===== src/rtl/mrd_pkg.sv =====
// constants and register map of the region descriptor register block
// Function
// - Lower descriptor accesses go to the region named by the selector.
// - Lower bound is field bits 31..5 with bits 4..0 zero.
// - Sharing 00 is none, 10 outer, 11 inner, 01 unpredictable.
// - Sharing is ignored when the region's memory is device memory.
// - Permission 00 is privileged read/write, 01 any read/write.
// - Permission 10 is privileged read only, 11 any read only.
// - Execute-never set forbids fetch; clear allows fetch where readable.
// - Alias view n targets region {selector[7:2], n} in the same bank.
// - Upper bound is field bits 31..5 with bits 4..0 ones.
// - The 3-bit attribute selector picks one of eight attribute bytes.
// - A region takes part in checking only when its enable bit is 1.
// - Each security state has its own copy of both descriptors.
// - Attribute byte n sits at bits 8n+7..8n of the attribute tables.
// - An access that breaks the matching region's permissions faults.
package mrd_pkg;
  localparam int ADDR_W = 8;
  localparam logic [7:0] OFF_SEL = 8'h00;
  localparam logic [7:0] OFF_LOWER = 8'h04;
  localparam logic [7:0] OFF_UPPER = 8'h08;
  localparam logic [7:0] OFF_LOWER_A1 = 8'h0C;
  localparam logic [7:0] OFF_UPPER_A1 = 8'h10;
  localparam logic [7:0] OFF_LOWER_A2 = 8'h14;
  localparam logic [7:0] OFF_UPPER_A2 = 8'h18;
  localparam logic [7:0] OFF_LOWER_A3 = 8'h1C;
  localparam logic [7:0] OFF_UPPER_A3 = 8'h20;
  localparam logic [7:0] OFF_ATTR_LO = 8'h24;
  localparam logic [7:0] OFF_ATTR_HI = 8'h28;
  localparam logic [7:0] OFF_INT_STAT = 8'h2C;
  localparam logic [7:0] OFF_INT_MASK = 8'h30;
  localparam logic [7:0] OFF_FAULT_ADDR = 8'h34;
  // descriptor fields
  localparam int BOUND_LSB = 5;
  localparam int SH_LSB = 3;
  localparam int AP_LSB = 1;
  localparam int XN_BIT = 0;
  localparam int ATTR_SEL_LSB = 1;
  localparam int EN_BIT = 0;
  localparam logic [31:0] UPPER_WR_MASK = 32'hFFFF_FFEF;
  localparam logic [4:0] LOW_ZERO = 5'h00;
  localparam logic [4:0] LOW_ONES = 5'h1F;
  // sharing codes
  localparam logic [1:0] SH_NONE = 2'h0;
  localparam logic [1:0] SH_BAD = 2'h1;
  localparam logic [1:0] SH_OUTER = 2'h2;
  localparam logic [1:0] SH_INNER = 2'h3;
  localparam logic [3:0] ATTR_DEVICE_HI = 4'h0;
  // interrupt status bits
  localparam int INT_W = 2;
  localparam int INT_FAULT = 0;
  localparam int INT_MISS = 1;
  // reset values
  localparam logic [31:0] DESC_RST = 32'h0000_0000;
  localparam logic [7:0] SEL_RST = 8'h00;
  localparam logic [31:0] ATTR_RST = 32'h0000_0000;
  localparam logic [INT_W-1:0] INT_RST = 2'h0;
  localparam int NUM_REGIONS_DEF = 8;
endpackage


===== src/rtl/mrd_perm_check.sv =====
// permission and execute-never check for one matched region
`timescale 1ns/100ps
module mrd_perm_check (
  input wire logic [1:0] ap_i,
  input wire logic xn_i,
  input wire logic priv_i,
  input wire logic write_i,
  input wire logic fetch_i,
  output logic allow_o
);
  logic read_ok;
  logic write_ok;
  logic exec_ok;
  assign read_ok = priv_i | ap_i[0];
  assign write_ok = ~ap_i[1] & read_ok;
  assign exec_ok = ~xn_i & read_ok;
  assign allow_o = fetch_i ? exec_ok : (write_i ? write_ok : read_ok);
endmodule


===== src/rtl/mrd_attr_decode.sv =====
// attribute byte pick and sharing decode for one matched region
`timescale 1ns/100ps
module mrd_attr_decode (
  input wire logic [31:0] table_lo_i,
  input wire logic [31:0] table_hi_i,
  input wire logic [2:0] attr_sel_i,
  input wire logic [1:0] sh_i,
  output logic [7:0] attr_o,
  output logic device_o,
  output logic [1:0] share_o
);
  logic [63:0] table_all;
  logic [1:0] share_norm;
  assign table_all = {table_hi_i, table_lo_i};
  assign attr_o = table_all[{attr_sel_i, 3'h0} +: 8];
  assign device_o = (attr_o[7:4] == mrd_pkg::ATTR_DEVICE_HI);
  // unpredictable code treated as non-shareable
  assign share_norm = (sh_i == mrd_pkg::SH_BAD) ? mrd_pkg::SH_NONE
                      : sh_i;
  assign share_o = device_o ? mrd_pkg::SH_NONE : share_norm;
endmodule


===== src/rtl/mrd_regs.sv =====
// region descriptor registers, banked per security state, with check port
`timescale 1ns/100ps
module mrd_regs #(
  parameter int NUM_REGIONS = mrd_pkg::NUM_REGIONS_DEF
) (
  input wire logic REF_CLK_I,
  input wire logic RSTN_I,
  input wire logic [7:0] REG_ADDR_I,
  input wire logic [31:0] REG_WDATA_I,
  input wire logic REG_WR_I,
  input wire logic REG_RD_I,
  input wire logic REG_SEC_I,
  output logic [31:0] REG_RDATA_O,
  input wire logic CHK_VALID_I,
  input wire logic [31:0] CHK_ADDR_I,
  input wire logic CHK_WRITE_I,
  input wire logic CHK_FETCH_I,
  input wire logic CHK_PRIV_I,
  input wire logic CHK_SEC_I,
  output logic CHK_DONE_O,
  output logic CHK_HIT_O,
  output logic [7:0] CHK_REGION_O,
  output logic CHK_FAULT_O,
  output logic [7:0] CHK_ATTR_O,
  output logic [1:0] CHK_SHARE_O,
  output logic CHK_DEVICE_O,
  output logic IRQ_O
);
  localparam int RIW = (NUM_REGIONS > 1) ? $clog2(NUM_REGIONS) : 1;

  if (NUM_REGIONS < 1 || NUM_REGIONS > 256) begin : g_bad_count
    $error("NUM_REGIONS must lie in 1..256");
  end

  // region targeted by view 0 (direct) or alias view 1..3
  function automatic logic [7:0] view_region(input logic [7:0] sel,
                                             input logic [1:0] view);
    if (view == 2'h0) begin
      return sel;
    end
    return {sel[7:2], view};
  endfunction

  function automatic logic region_ok(input logic [7:0] idx);
    return {1'b0, idx} < 9'(NUM_REGIONS);
  endfunction

  // storage, descriptors, selector and attribute tables banked per security state
  logic [31:0] lower_q [2][NUM_REGIONS];
  logic [31:0] upper_q [2][NUM_REGIONS];
  logic [7:0] sel_q [2];
  logic [31:0] attr_lo_q [2];
  logic [31:0] attr_hi_q [2];
  logic [mrd_pkg::INT_W-1:0] stat_q;
  logic [mrd_pkg::INT_W-1:0] stat_d;
  logic [mrd_pkg::INT_W-1:0] mask_q;
  logic [31:0] fault_addr_q;
  logic [31:0] rdata_q;
  logic [31:0] rdata_d;

  // register decode
  wire logic bank = REG_SEC_I;
  wire logic hit_sel = REG_ADDR_I == mrd_pkg::OFF_SEL;
  wire logic hit_l0 = REG_ADDR_I == mrd_pkg::OFF_LOWER;
  wire logic hit_u0 = REG_ADDR_I == mrd_pkg::OFF_UPPER;
  wire logic hit_l1 = REG_ADDR_I == mrd_pkg::OFF_LOWER_A1;
  wire logic hit_u1 = REG_ADDR_I == mrd_pkg::OFF_UPPER_A1;
  wire logic hit_l2 = REG_ADDR_I == mrd_pkg::OFF_LOWER_A2;
  wire logic hit_u2 = REG_ADDR_I == mrd_pkg::OFF_UPPER_A2;
  wire logic hit_l3 = REG_ADDR_I == mrd_pkg::OFF_LOWER_A3;
  wire logic hit_u3 = REG_ADDR_I == mrd_pkg::OFF_UPPER_A3;
  wire logic hit_alo = REG_ADDR_I == mrd_pkg::OFF_ATTR_LO;
  wire logic hit_ahi = REG_ADDR_I == mrd_pkg::OFF_ATTR_HI;
  wire logic hit_ist = REG_ADDR_I == mrd_pkg::OFF_INT_STAT;
  wire logic hit_imk = REG_ADDR_I == mrd_pkg::OFF_INT_MASK;
  wire logic hit_fad = REG_ADDR_I == mrd_pkg::OFF_FAULT_ADDR;
  wire logic hit_lower = hit_l0 | hit_l1 | hit_l2 | hit_l3;
  wire logic hit_upper = hit_u0 | hit_u1 | hit_u2 | hit_u3;
  wire logic [1:0] view = (hit_l1 | hit_u1) ? 2'h1 :
                          (hit_l2 | hit_u2) ? 2'h2 :
                          (hit_l3 | hit_u3) ? 2'h3 : 2'h0;
  wire logic [7:0] tgt = view_region(sel_q[bank], view);
  wire logic tgt_ok = region_ok(tgt);
  wire logic [RIW-1:0] tgt_i = tgt[RIW-1:0];
  wire logic wr_lower = REG_WR_I & hit_lower & tgt_ok;
  wire logic wr_upper = REG_WR_I & hit_upper & tgt_ok;
  wire logic [31:0] rd_lower = tgt_ok ? lower_q[bank][tgt_i] : 32'h0;
  wire logic [31:0] rd_upper = tgt_ok ? upper_q[bank][tgt_i] : 32'h0;
  wire logic [31:0] rd_sel = {24'h00_0000, sel_q[bank]};
  wire logic [31:0] rd_stat = {{(32-mrd_pkg::INT_W){1'b0}}, stat_q};
  wire logic [31:0] rd_mask = {{(32-mrd_pkg::INT_W){1'b0}}, mask_q};
  wire logic wr_sel = REG_WR_I & hit_sel;
  wire logic wr_alo = REG_WR_I & hit_alo;
  wire logic wr_ahi = REG_WR_I & hit_ahi;
  wire logic wr_stat = REG_WR_I & hit_ist;
  wire logic wr_mask = REG_WR_I & hit_imk;

  always_comb begin
    rdata_d = 32'h0000_0000;
    if (hit_sel) begin
      rdata_d = rd_sel;
    end else if (hit_lower) begin
      rdata_d = rd_lower;
    end else if (hit_upper) begin
      rdata_d = rd_upper & mrd_pkg::UPPER_WR_MASK;
    end else if (hit_alo) begin
      rdata_d = attr_lo_q[bank];
    end else if (hit_ahi) begin
      rdata_d = attr_hi_q[bank];
    end else if (hit_ist) begin
      rdata_d = rd_stat;
    end else if (hit_imk) begin
      rdata_d = rd_mask;
    end else if (hit_fad) begin
      rdata_d = fault_addr_q;
    end
  end

  always_ff @(posedge REF_CLK_I or negedge RSTN_I) begin
    if (!RSTN_I) begin
      rdata_q <= 32'h0000_0000;
    end else if (REG_RD_I) begin
      rdata_q <= rdata_d;
    end else begin
      rdata_q <= 32'h0000_0000;
    end
  end
  assign REG_RDATA_O = rdata_q;

  // descriptor storage writes
  always_ff @(posedge REF_CLK_I or negedge RSTN_I) begin
    if (!RSTN_I) begin
      for (int b = 0; b < 2; b++) begin
        for (int r = 0; r < NUM_REGIONS; r++) begin
          lower_q[b][r] <= mrd_pkg::DESC_RST;
          upper_q[b][r] <= mrd_pkg::DESC_RST;
        end
      end
    end else begin
      if (wr_lower) begin
        lower_q[bank][tgt_i] <= REG_WDATA_I;
      end
      if (wr_upper) begin
        upper_q[bank][tgt_i] <= REG_WDATA_I & mrd_pkg::UPPER_WR_MASK;
      end
    end
  end

  // selector, banked like the descriptors
  always_ff @(posedge REF_CLK_I or negedge RSTN_I) begin
    if (!RSTN_I) begin
      for (int b = 0; b < 2; b++) begin
        sel_q[b] <= mrd_pkg::SEL_RST;
      end
    end else if (wr_sel) begin
      sel_q[bank] <= REG_WDATA_I[7:0];
    end
  end

  // attribute tables, eight bytes per bank
  always_ff @(posedge REF_CLK_I or negedge RSTN_I) begin
    if (!RSTN_I) begin
      for (int b = 0; b < 2; b++) begin
        attr_lo_q[b] <= mrd_pkg::ATTR_RST;
        attr_hi_q[b] <= mrd_pkg::ATTR_RST;
      end
    end else begin
      if (wr_alo) begin
        attr_lo_q[bank] <= REG_WDATA_I;
      end
      if (wr_ahi) begin
        attr_hi_q[bank] <= REG_WDATA_I;
      end
    end
  end

  // region search over the bank of the access
  logic srch_hit;
  logic [7:0] srch_idx;
  logic [31:0] lo_addr;
  logic [31:0] hi_addr;
  wire logic cb = CHK_SEC_I;

  always_comb begin
    srch_hit = 1'b0;
    srch_idx = 8'h00;
    lo_addr = 32'h0000_0000;
    hi_addr = 32'h0000_0000;
    // highest numbered match wins
    for (int r = 0; r < NUM_REGIONS; r++) begin
      lo_addr = {lower_q[cb][r][31:mrd_pkg::BOUND_LSB],
                 mrd_pkg::LOW_ZERO};
      hi_addr = {upper_q[cb][r][31:mrd_pkg::BOUND_LSB],
                 mrd_pkg::LOW_ONES};
      if (upper_q[cb][r][mrd_pkg::EN_BIT] &&
          CHK_ADDR_I >= lo_addr && CHK_ADDR_I <= hi_addr) begin
        srch_hit = 1'b1;
        srch_idx = 8'(r);
      end
    end
  end

  wire logic [RIW-1:0] m_i = srch_idx[RIW-1:0];
  wire logic [31:0] m_lower = lower_q[cb][m_i];
  wire logic [31:0] m_upper = upper_q[cb][m_i];
  logic allow;
  logic [7:0] m_attr;
  logic m_device;
  logic [1:0] m_share;

  mrd_perm_check u_perm (
    .ap_i(m_lower[mrd_pkg::AP_LSB +: 2]),
    .xn_i(m_lower[mrd_pkg::XN_BIT]),
    .priv_i(CHK_PRIV_I),
    .write_i(CHK_WRITE_I),
    .fetch_i(CHK_FETCH_I),
    .allow_o(allow)
  );

  mrd_attr_decode u_attr (
    .table_lo_i(attr_lo_q[cb]),
    .table_hi_i(attr_hi_q[cb]),
    .attr_sel_i(m_upper[mrd_pkg::ATTR_SEL_LSB +: 3]),
    .sh_i(m_lower[mrd_pkg::SH_LSB +: 2]),
    .attr_o(m_attr),
    .device_o(m_device),
    .share_o(m_share)
  );

  wire logic ev_fault = CHK_VALID_I & srch_hit & ~allow;
  wire logic ev_miss = CHK_VALID_I & ~srch_hit;

  // check results, registered one cycle after the request
  logic done_q;
  logic hit_q;
  logic fault_q;
  logic dev_q;
  logic [7:0] reg_q;
  logic [7:0] attr_q;
  logic [1:0] share_q;

  always_ff @(posedge REF_CLK_I or negedge RSTN_I) begin
    if (!RSTN_I) begin
      done_q <= 1'b0;
      fault_q <= 1'b0;
    end else begin
      done_q <= CHK_VALID_I;
      fault_q <= ev_fault;
    end
  end

  // results hold until the next request
  always_ff @(posedge REF_CLK_I or negedge RSTN_I) begin
    if (!RSTN_I) begin
      hit_q <= 1'b0;
      dev_q <= 1'b0;
      reg_q <= 8'h00;
      attr_q <= 8'h00;
      share_q <= 2'h0;
    end else if (CHK_VALID_I) begin
      hit_q <= srch_hit;
      dev_q <= srch_hit & m_device;
      reg_q <= srch_idx;
      attr_q <= srch_hit ? m_attr : 8'h00;
      share_q <= srch_hit ? m_share : 2'h0;
    end
  end

  assign CHK_DONE_O = done_q;
  assign CHK_HIT_O = hit_q;
  assign CHK_FAULT_O = fault_q;
  assign CHK_DEVICE_O = dev_q;
  assign CHK_REGION_O = reg_q;
  assign CHK_ATTR_O = attr_q;
  assign CHK_SHARE_O = share_q;

  // sticky status, set wins over write-one clear
  wire logic [mrd_pkg::INT_W-1:0] ev_set = {ev_miss, ev_fault};
  wire logic [mrd_pkg::INT_W-1:0] ev_clr =
    wr_stat ? REG_WDATA_I[mrd_pkg::INT_W-1:0] : '0;
  assign stat_d = (stat_q & ~ev_clr) | ev_set;

  always_ff @(posedge REF_CLK_I or negedge RSTN_I) begin
    if (!RSTN_I) begin
      stat_q <= mrd_pkg::INT_RST;
    end else begin
      stat_q <= stat_d;
    end
  end

  always_ff @(posedge REF_CLK_I or negedge RSTN_I) begin
    if (!RSTN_I) begin
      mask_q <= mrd_pkg::INT_RST;
    end else if (wr_mask) begin
      mask_q <= REG_WDATA_I[mrd_pkg::INT_W-1:0];
    end
  end

  // last faulting address, overwritten by each new fault
  always_ff @(posedge REF_CLK_I or negedge RSTN_I) begin
    if (!RSTN_I) begin
      fault_addr_q <= 32'h0000_0000;
    end else if (ev_fault) begin
      fault_addr_q <= CHK_ADDR_I;
    end
  end

  assign IRQ_O = |(stat_q & mask_q);
endmodule


===== config.mk =====
export PLATFORM = sky130hd
export DESIGN_NAME = mrd_regs
export DESIGN_NICKNAME = d
export VERILOG_FILES = /design/src/rtl/mrd_pkg.sv /design/src/rtl/mrd_perm_check.sv /design/src/rtl/mrd_attr_decode.sv /design/src/rtl/mrd_regs.sv
export SDC_FILE = /design/constraint.sdc
export NUM_CORES = 2
export LEC_CHECK = 0
export BUFFER_PORTS_ARGS = -buffer_cell sky130_fd_sc_hd__buf_4
export CAP_MARGIN = 10
export CORE_UTILIZATION = 25
export CTS_CLUSTER_SIZE = 20
export DETAILED_ROUTE_END_ITERATION = 6
export HOLD_SLACK_MARGIN = 0.03
export PLACE_DENSITY = 0.44
export RECOVER_POWER = 50
export REMOVE_ABC_BUFFERS = 1
export SYNTH_ARGS = -nofsm -noshare
export SYNTH_HDL_FRONTEND = slang
export SYNTH_SLANG_ARGS = --single-unit

===== constraint.sdc =====
create_clock -name REF_CLK_I -period 4.9 [get_ports REF_CLK_I]
set_input_delay 0.735 -clock REF_CLK_I [delete_from_list [all_inputs] [get_ports REF_CLK_I]]
set_output_delay 0.735 -clock REF_CLK_I [all_outputs]
set_load 0.005 [all_outputs]

==> key figures <==
Status
  – Outcome: finished with violations
  – Failing checks: max-capacitance violations, max-slew violations, negative setup slack

Floorplanning
  – X dimension of the die: 529 um
  – I/O pins: 137
  – Core ar.: 276000 um^2
  – Effective utilization at floorplan: 25.1%
  – Rows: 193
  – Vertical die dimension: 529 um
  – Die area: 280000 um^2

Finish
  – Multi-input logic area: 38400 um^2
  – Count of fill cells added during filler insertion: 27.8k
  – Final instance count without filler cells: 10.8k
  – Area taken by flip-flops and latches: 31000 um^2
  – Post-layout nets: 7441
  – Synthesis-to-finish area growth: 32.2%
  – Layout cells sized above 1: 44.5%
  – Final Cell Area: 91800 um^2
  – Share of the core filled with cells in the final layout: 33.2%

Synthesis
  – Mean area per synthesized cell: 12.0 um^2
  – Top cell types by occurrence after synthesis: dfrtp_1, mux2_2, mux2i_1, ha_1, o22ai_1
  – Post-Synthesis Cell Area: 69400 um^2
  – EDFF count, synth: 0
  – Top_reg_cell synth: dfrtp_1
  – Post-synthesis sequential element count: 1237
  – Distinct cells, synth: 96
  – Sequential-to-total area share from yosys stat: 44.6%
  – Top cell type by total area after synthesis: dfrtp_1
  – Share of the synthesized area in the top cell type: 44.6%
  – Synth Warn #: 0
  – Post-Synthesis Cells: 5783
  – Most frequent cell after synthesis: dfrtp_1
  – Fraction of registers with async set or reset after synthesis: 100%
  – Leading cell types by total area after synthesis: dfrtp_1, mux2_2, ha_1

Critical path
  – CP most frequent cell: buf_16
  – Data required, critical path: 5570 ps
  – Internal reg-to-reg setup slack: -410 ps
  – R2r endpoint: CHK_SHARE_O[1]$_DFFE_PN0P_
  – Timing startpoint of the critical path: CHK_SEC_I
  – End point of the critical path: CHK_SHARE_O[1]$_DFFE_PN0P_
  – Nature of the critical path startpoint: input port
  – RR Startpoint: upper_q[171]$_DFFE_PN0P_
  – Maximum fanout count along the critical path: 12
  – Highest cell delay on the worst timing path: 390 ps
  – Data arrival, critical path: 6120 ps
  – Classification of the worst setup path: input port to register
  – CP endpoint kind: register
  – Slowest stage cell, crit path: a221o_1
  – R2r worst-path depth: 21

Routing
  – DRC violation count after routing: 0
  – Routed len/inst: 31.3 um
  – Antenna viol nets, final: 0
  – Iter 0 DRT Violations: 5220
  – Final Routed Wirelength: 336 mm
  – Number of vias per cell: 5.36
  – Via count: 57.6k
  – 1st-pass router iterations: 7

GRT
  – Initial antenna violation count: 30
  – Largest net degree at the start of global routing: 168
  – Congestion Overflow GR: 0
  – Total routing resource utilization after global routing: 23.5%
  – Number of global-route vias before repair: 58.2k
  – Wire length of the first global-routing pass: 467 mm

CTS
  – H-tree Lvls: 4
  – Clock net sink count: 1237
  – Clock buffer count from CTS: 152
  – Max clock buf depth: 3
  – CTS tree: done
  – Clock Pin Slew Worst Setup and Hold Paths: 50 ps
  – Buffer type at the clock tree root: clkbuf_16
  – Source-to-sink clock delay at the later pin of the worst-skew pair: 850 ps

STA
  – Count of final setup violators: 45
  – RSZ-0062 raised after global routing: true
  – Max Transition Viols Final: 845
  – Sum of negative setup slack: -14870 ps
  – Worst slew slack as a fraction of its limit: -74.9%
  – Clock tree skew after final layout: 67.1 ps
  – Final Worst Setup Slack: -549 ps
  – Tmin final: 5450 ps
  – Crit share post-route: 111%
  – Final Hold Fails: 0
  – Actual transition at the worst max-transition pin: 2620 ps
  – Timing-limited maximum frequency: 0.184 GHz

Pwr
  – Power per cell area: 271 nW/um^2
  – Worst IR Drop VDD: 0.287 mV
  – Power after layout: 24.9 mW
  – Leakage power summed over all cells: 43.5 nW

Worst hold path
  – Hold/Removal Path Class: input port to register

Place
  – Count of placed standard cells including taps: 10.4k
  – Total of buffers placed on input and output ports: 131
  – Post-detailed-placement half-perimeter wirelength: 229 mm
  – Final estimated routing congestion in global placement: 0.908
  – Placed standard-cell area: 84100 um^2

Flow run
  – Total of max-cap violations: 8
sequential cells by signal, summed over array words and instances, names as in the netlist, 3 cells and up:
register and count:
attr_hi_q 64, sel_q 16, fault_addr_q 32, lower_q 512, CHK_REGION_O 3, attr_lo_q 64
REG_RDATA_O 32, CHK_ATTR_O 8, upper_q 496
metal layers:
layer / track usage, % / part of all wire, % / up-vias
li1: - / - / 24600
met1: 31.7 / 44 / 30200
met2: 37.3 / 46 / 2156
met3: 3.34 / 5.6 / 564
met4: 9.88 / 4.7 / 18
met5: 0 / 0.040 / -
cells in the final DEF, fill, tap and decap left out, types with 19 or more instances in the layout:
master and instances:
dfrtp_1 1237, buf_4 1196, mux2_2 1177, mux2i_1 500
ha_1 428, o22ai_1 391, a21oi_1 191, clkbuf_16 158
o21ai_0 138, nand2_1 126, nor3_1 119, buf_12 114
nor2_1 81, o22a_1 81, clkbuf_1 66, nand4_1 65
o2111ai_1 57, nand3_1 54, nor4_1 48, a21o_1 45
nor2_4 41, o221ai_1 41, mux2_4 40, mux4_2 39
clkbuf_8 35, clkbuf_4 34, buf_6 34, a31oi_1 29
a211oi_1 20, o211ai_1 19
report_power, final:
| group | internal [mW] | leakage (nW) | switching (mW) |
|---|---|---|---|
| logic | 1.15 | 23.9 | 1.68 |
| clock network | 6.58 | 2.44 | 4.96 |
| registers | 10.4 | 17.2 | 0.130 |
cell type report:
type	count	share of cell area (%)
inverters	15	0.0614
well taps	3705	5.05
clock buffers	230	4.85
flip-flops and latches	1237	33.7
repair buffers	1438	13.9
multi-input cells	4083	41.8
clock inverters	38	0.589
diodes	10	0.0273
timing repair:
item	in CTS	in global routing
setup endpoints to repair	47	45
setup buffers	61	50
pin swaps	63	50
gates cloned	8	7
endpoints found under the hold margin	61	0
resized for setup	170	177
hold buffers	1	0
worst min-delay path by stage:
stage,cells past startpoint,endpoint,slack [ps],startpoint
after global placement,1,sel_q[0]$_DFFE_PN0P_,480,sel_q[0]$_DFFE_PN0P_
after detailed placement,1,CHK_HIT_O$_DFFE_PN0P_,470,CHK_HIT_O$_DFFE_PN0P_
after floorplan,0,CHK_ATTR_O[0]$_DFFE_PN0P_,440,RSTN_I
after global routing,2,REG_RDATA_O[3]$_DFF_PN0_,230,REG_RD_I
after CTS,1,CHK_DONE_O$_DFF_PN0_,170,CHK_VALID_I
final,3,REG_RDATA_O[1]$_DFF_PN0_,250,REG_RD_I
stage by stage:
step / setup WS [ps] / hold WS (ps)
after global placement: -2340 / 484
final: -549 / 248
after floorplan: -1410 / 439
after global routing: -574 / 231
after detailed placement: -2420 / 472
after CTS: -348 / 171
logic make-up after synthesis:
family                     share of synthesized area (%)
DFF                                                 44.6
AOI/OAI and AO/OA                                   11.5
buffers and inverters                               2.65
xor gates and xnor gates                          0.0252
adders and majority gates                           7.78
and+or+nand+nor                                     4.78
muxes                                               28.7
other                                            0.00540
worst max-delay path, delay by kind of cell:
kind | cells | cell delay, ps
compound gates | 9 | 2030
buf+inv | 10 | 1550
simple gates | 5 | 940
mux | 2 | 450
fa+ha+maj | 1 | 300
Power figures use the tool's default switching activity.
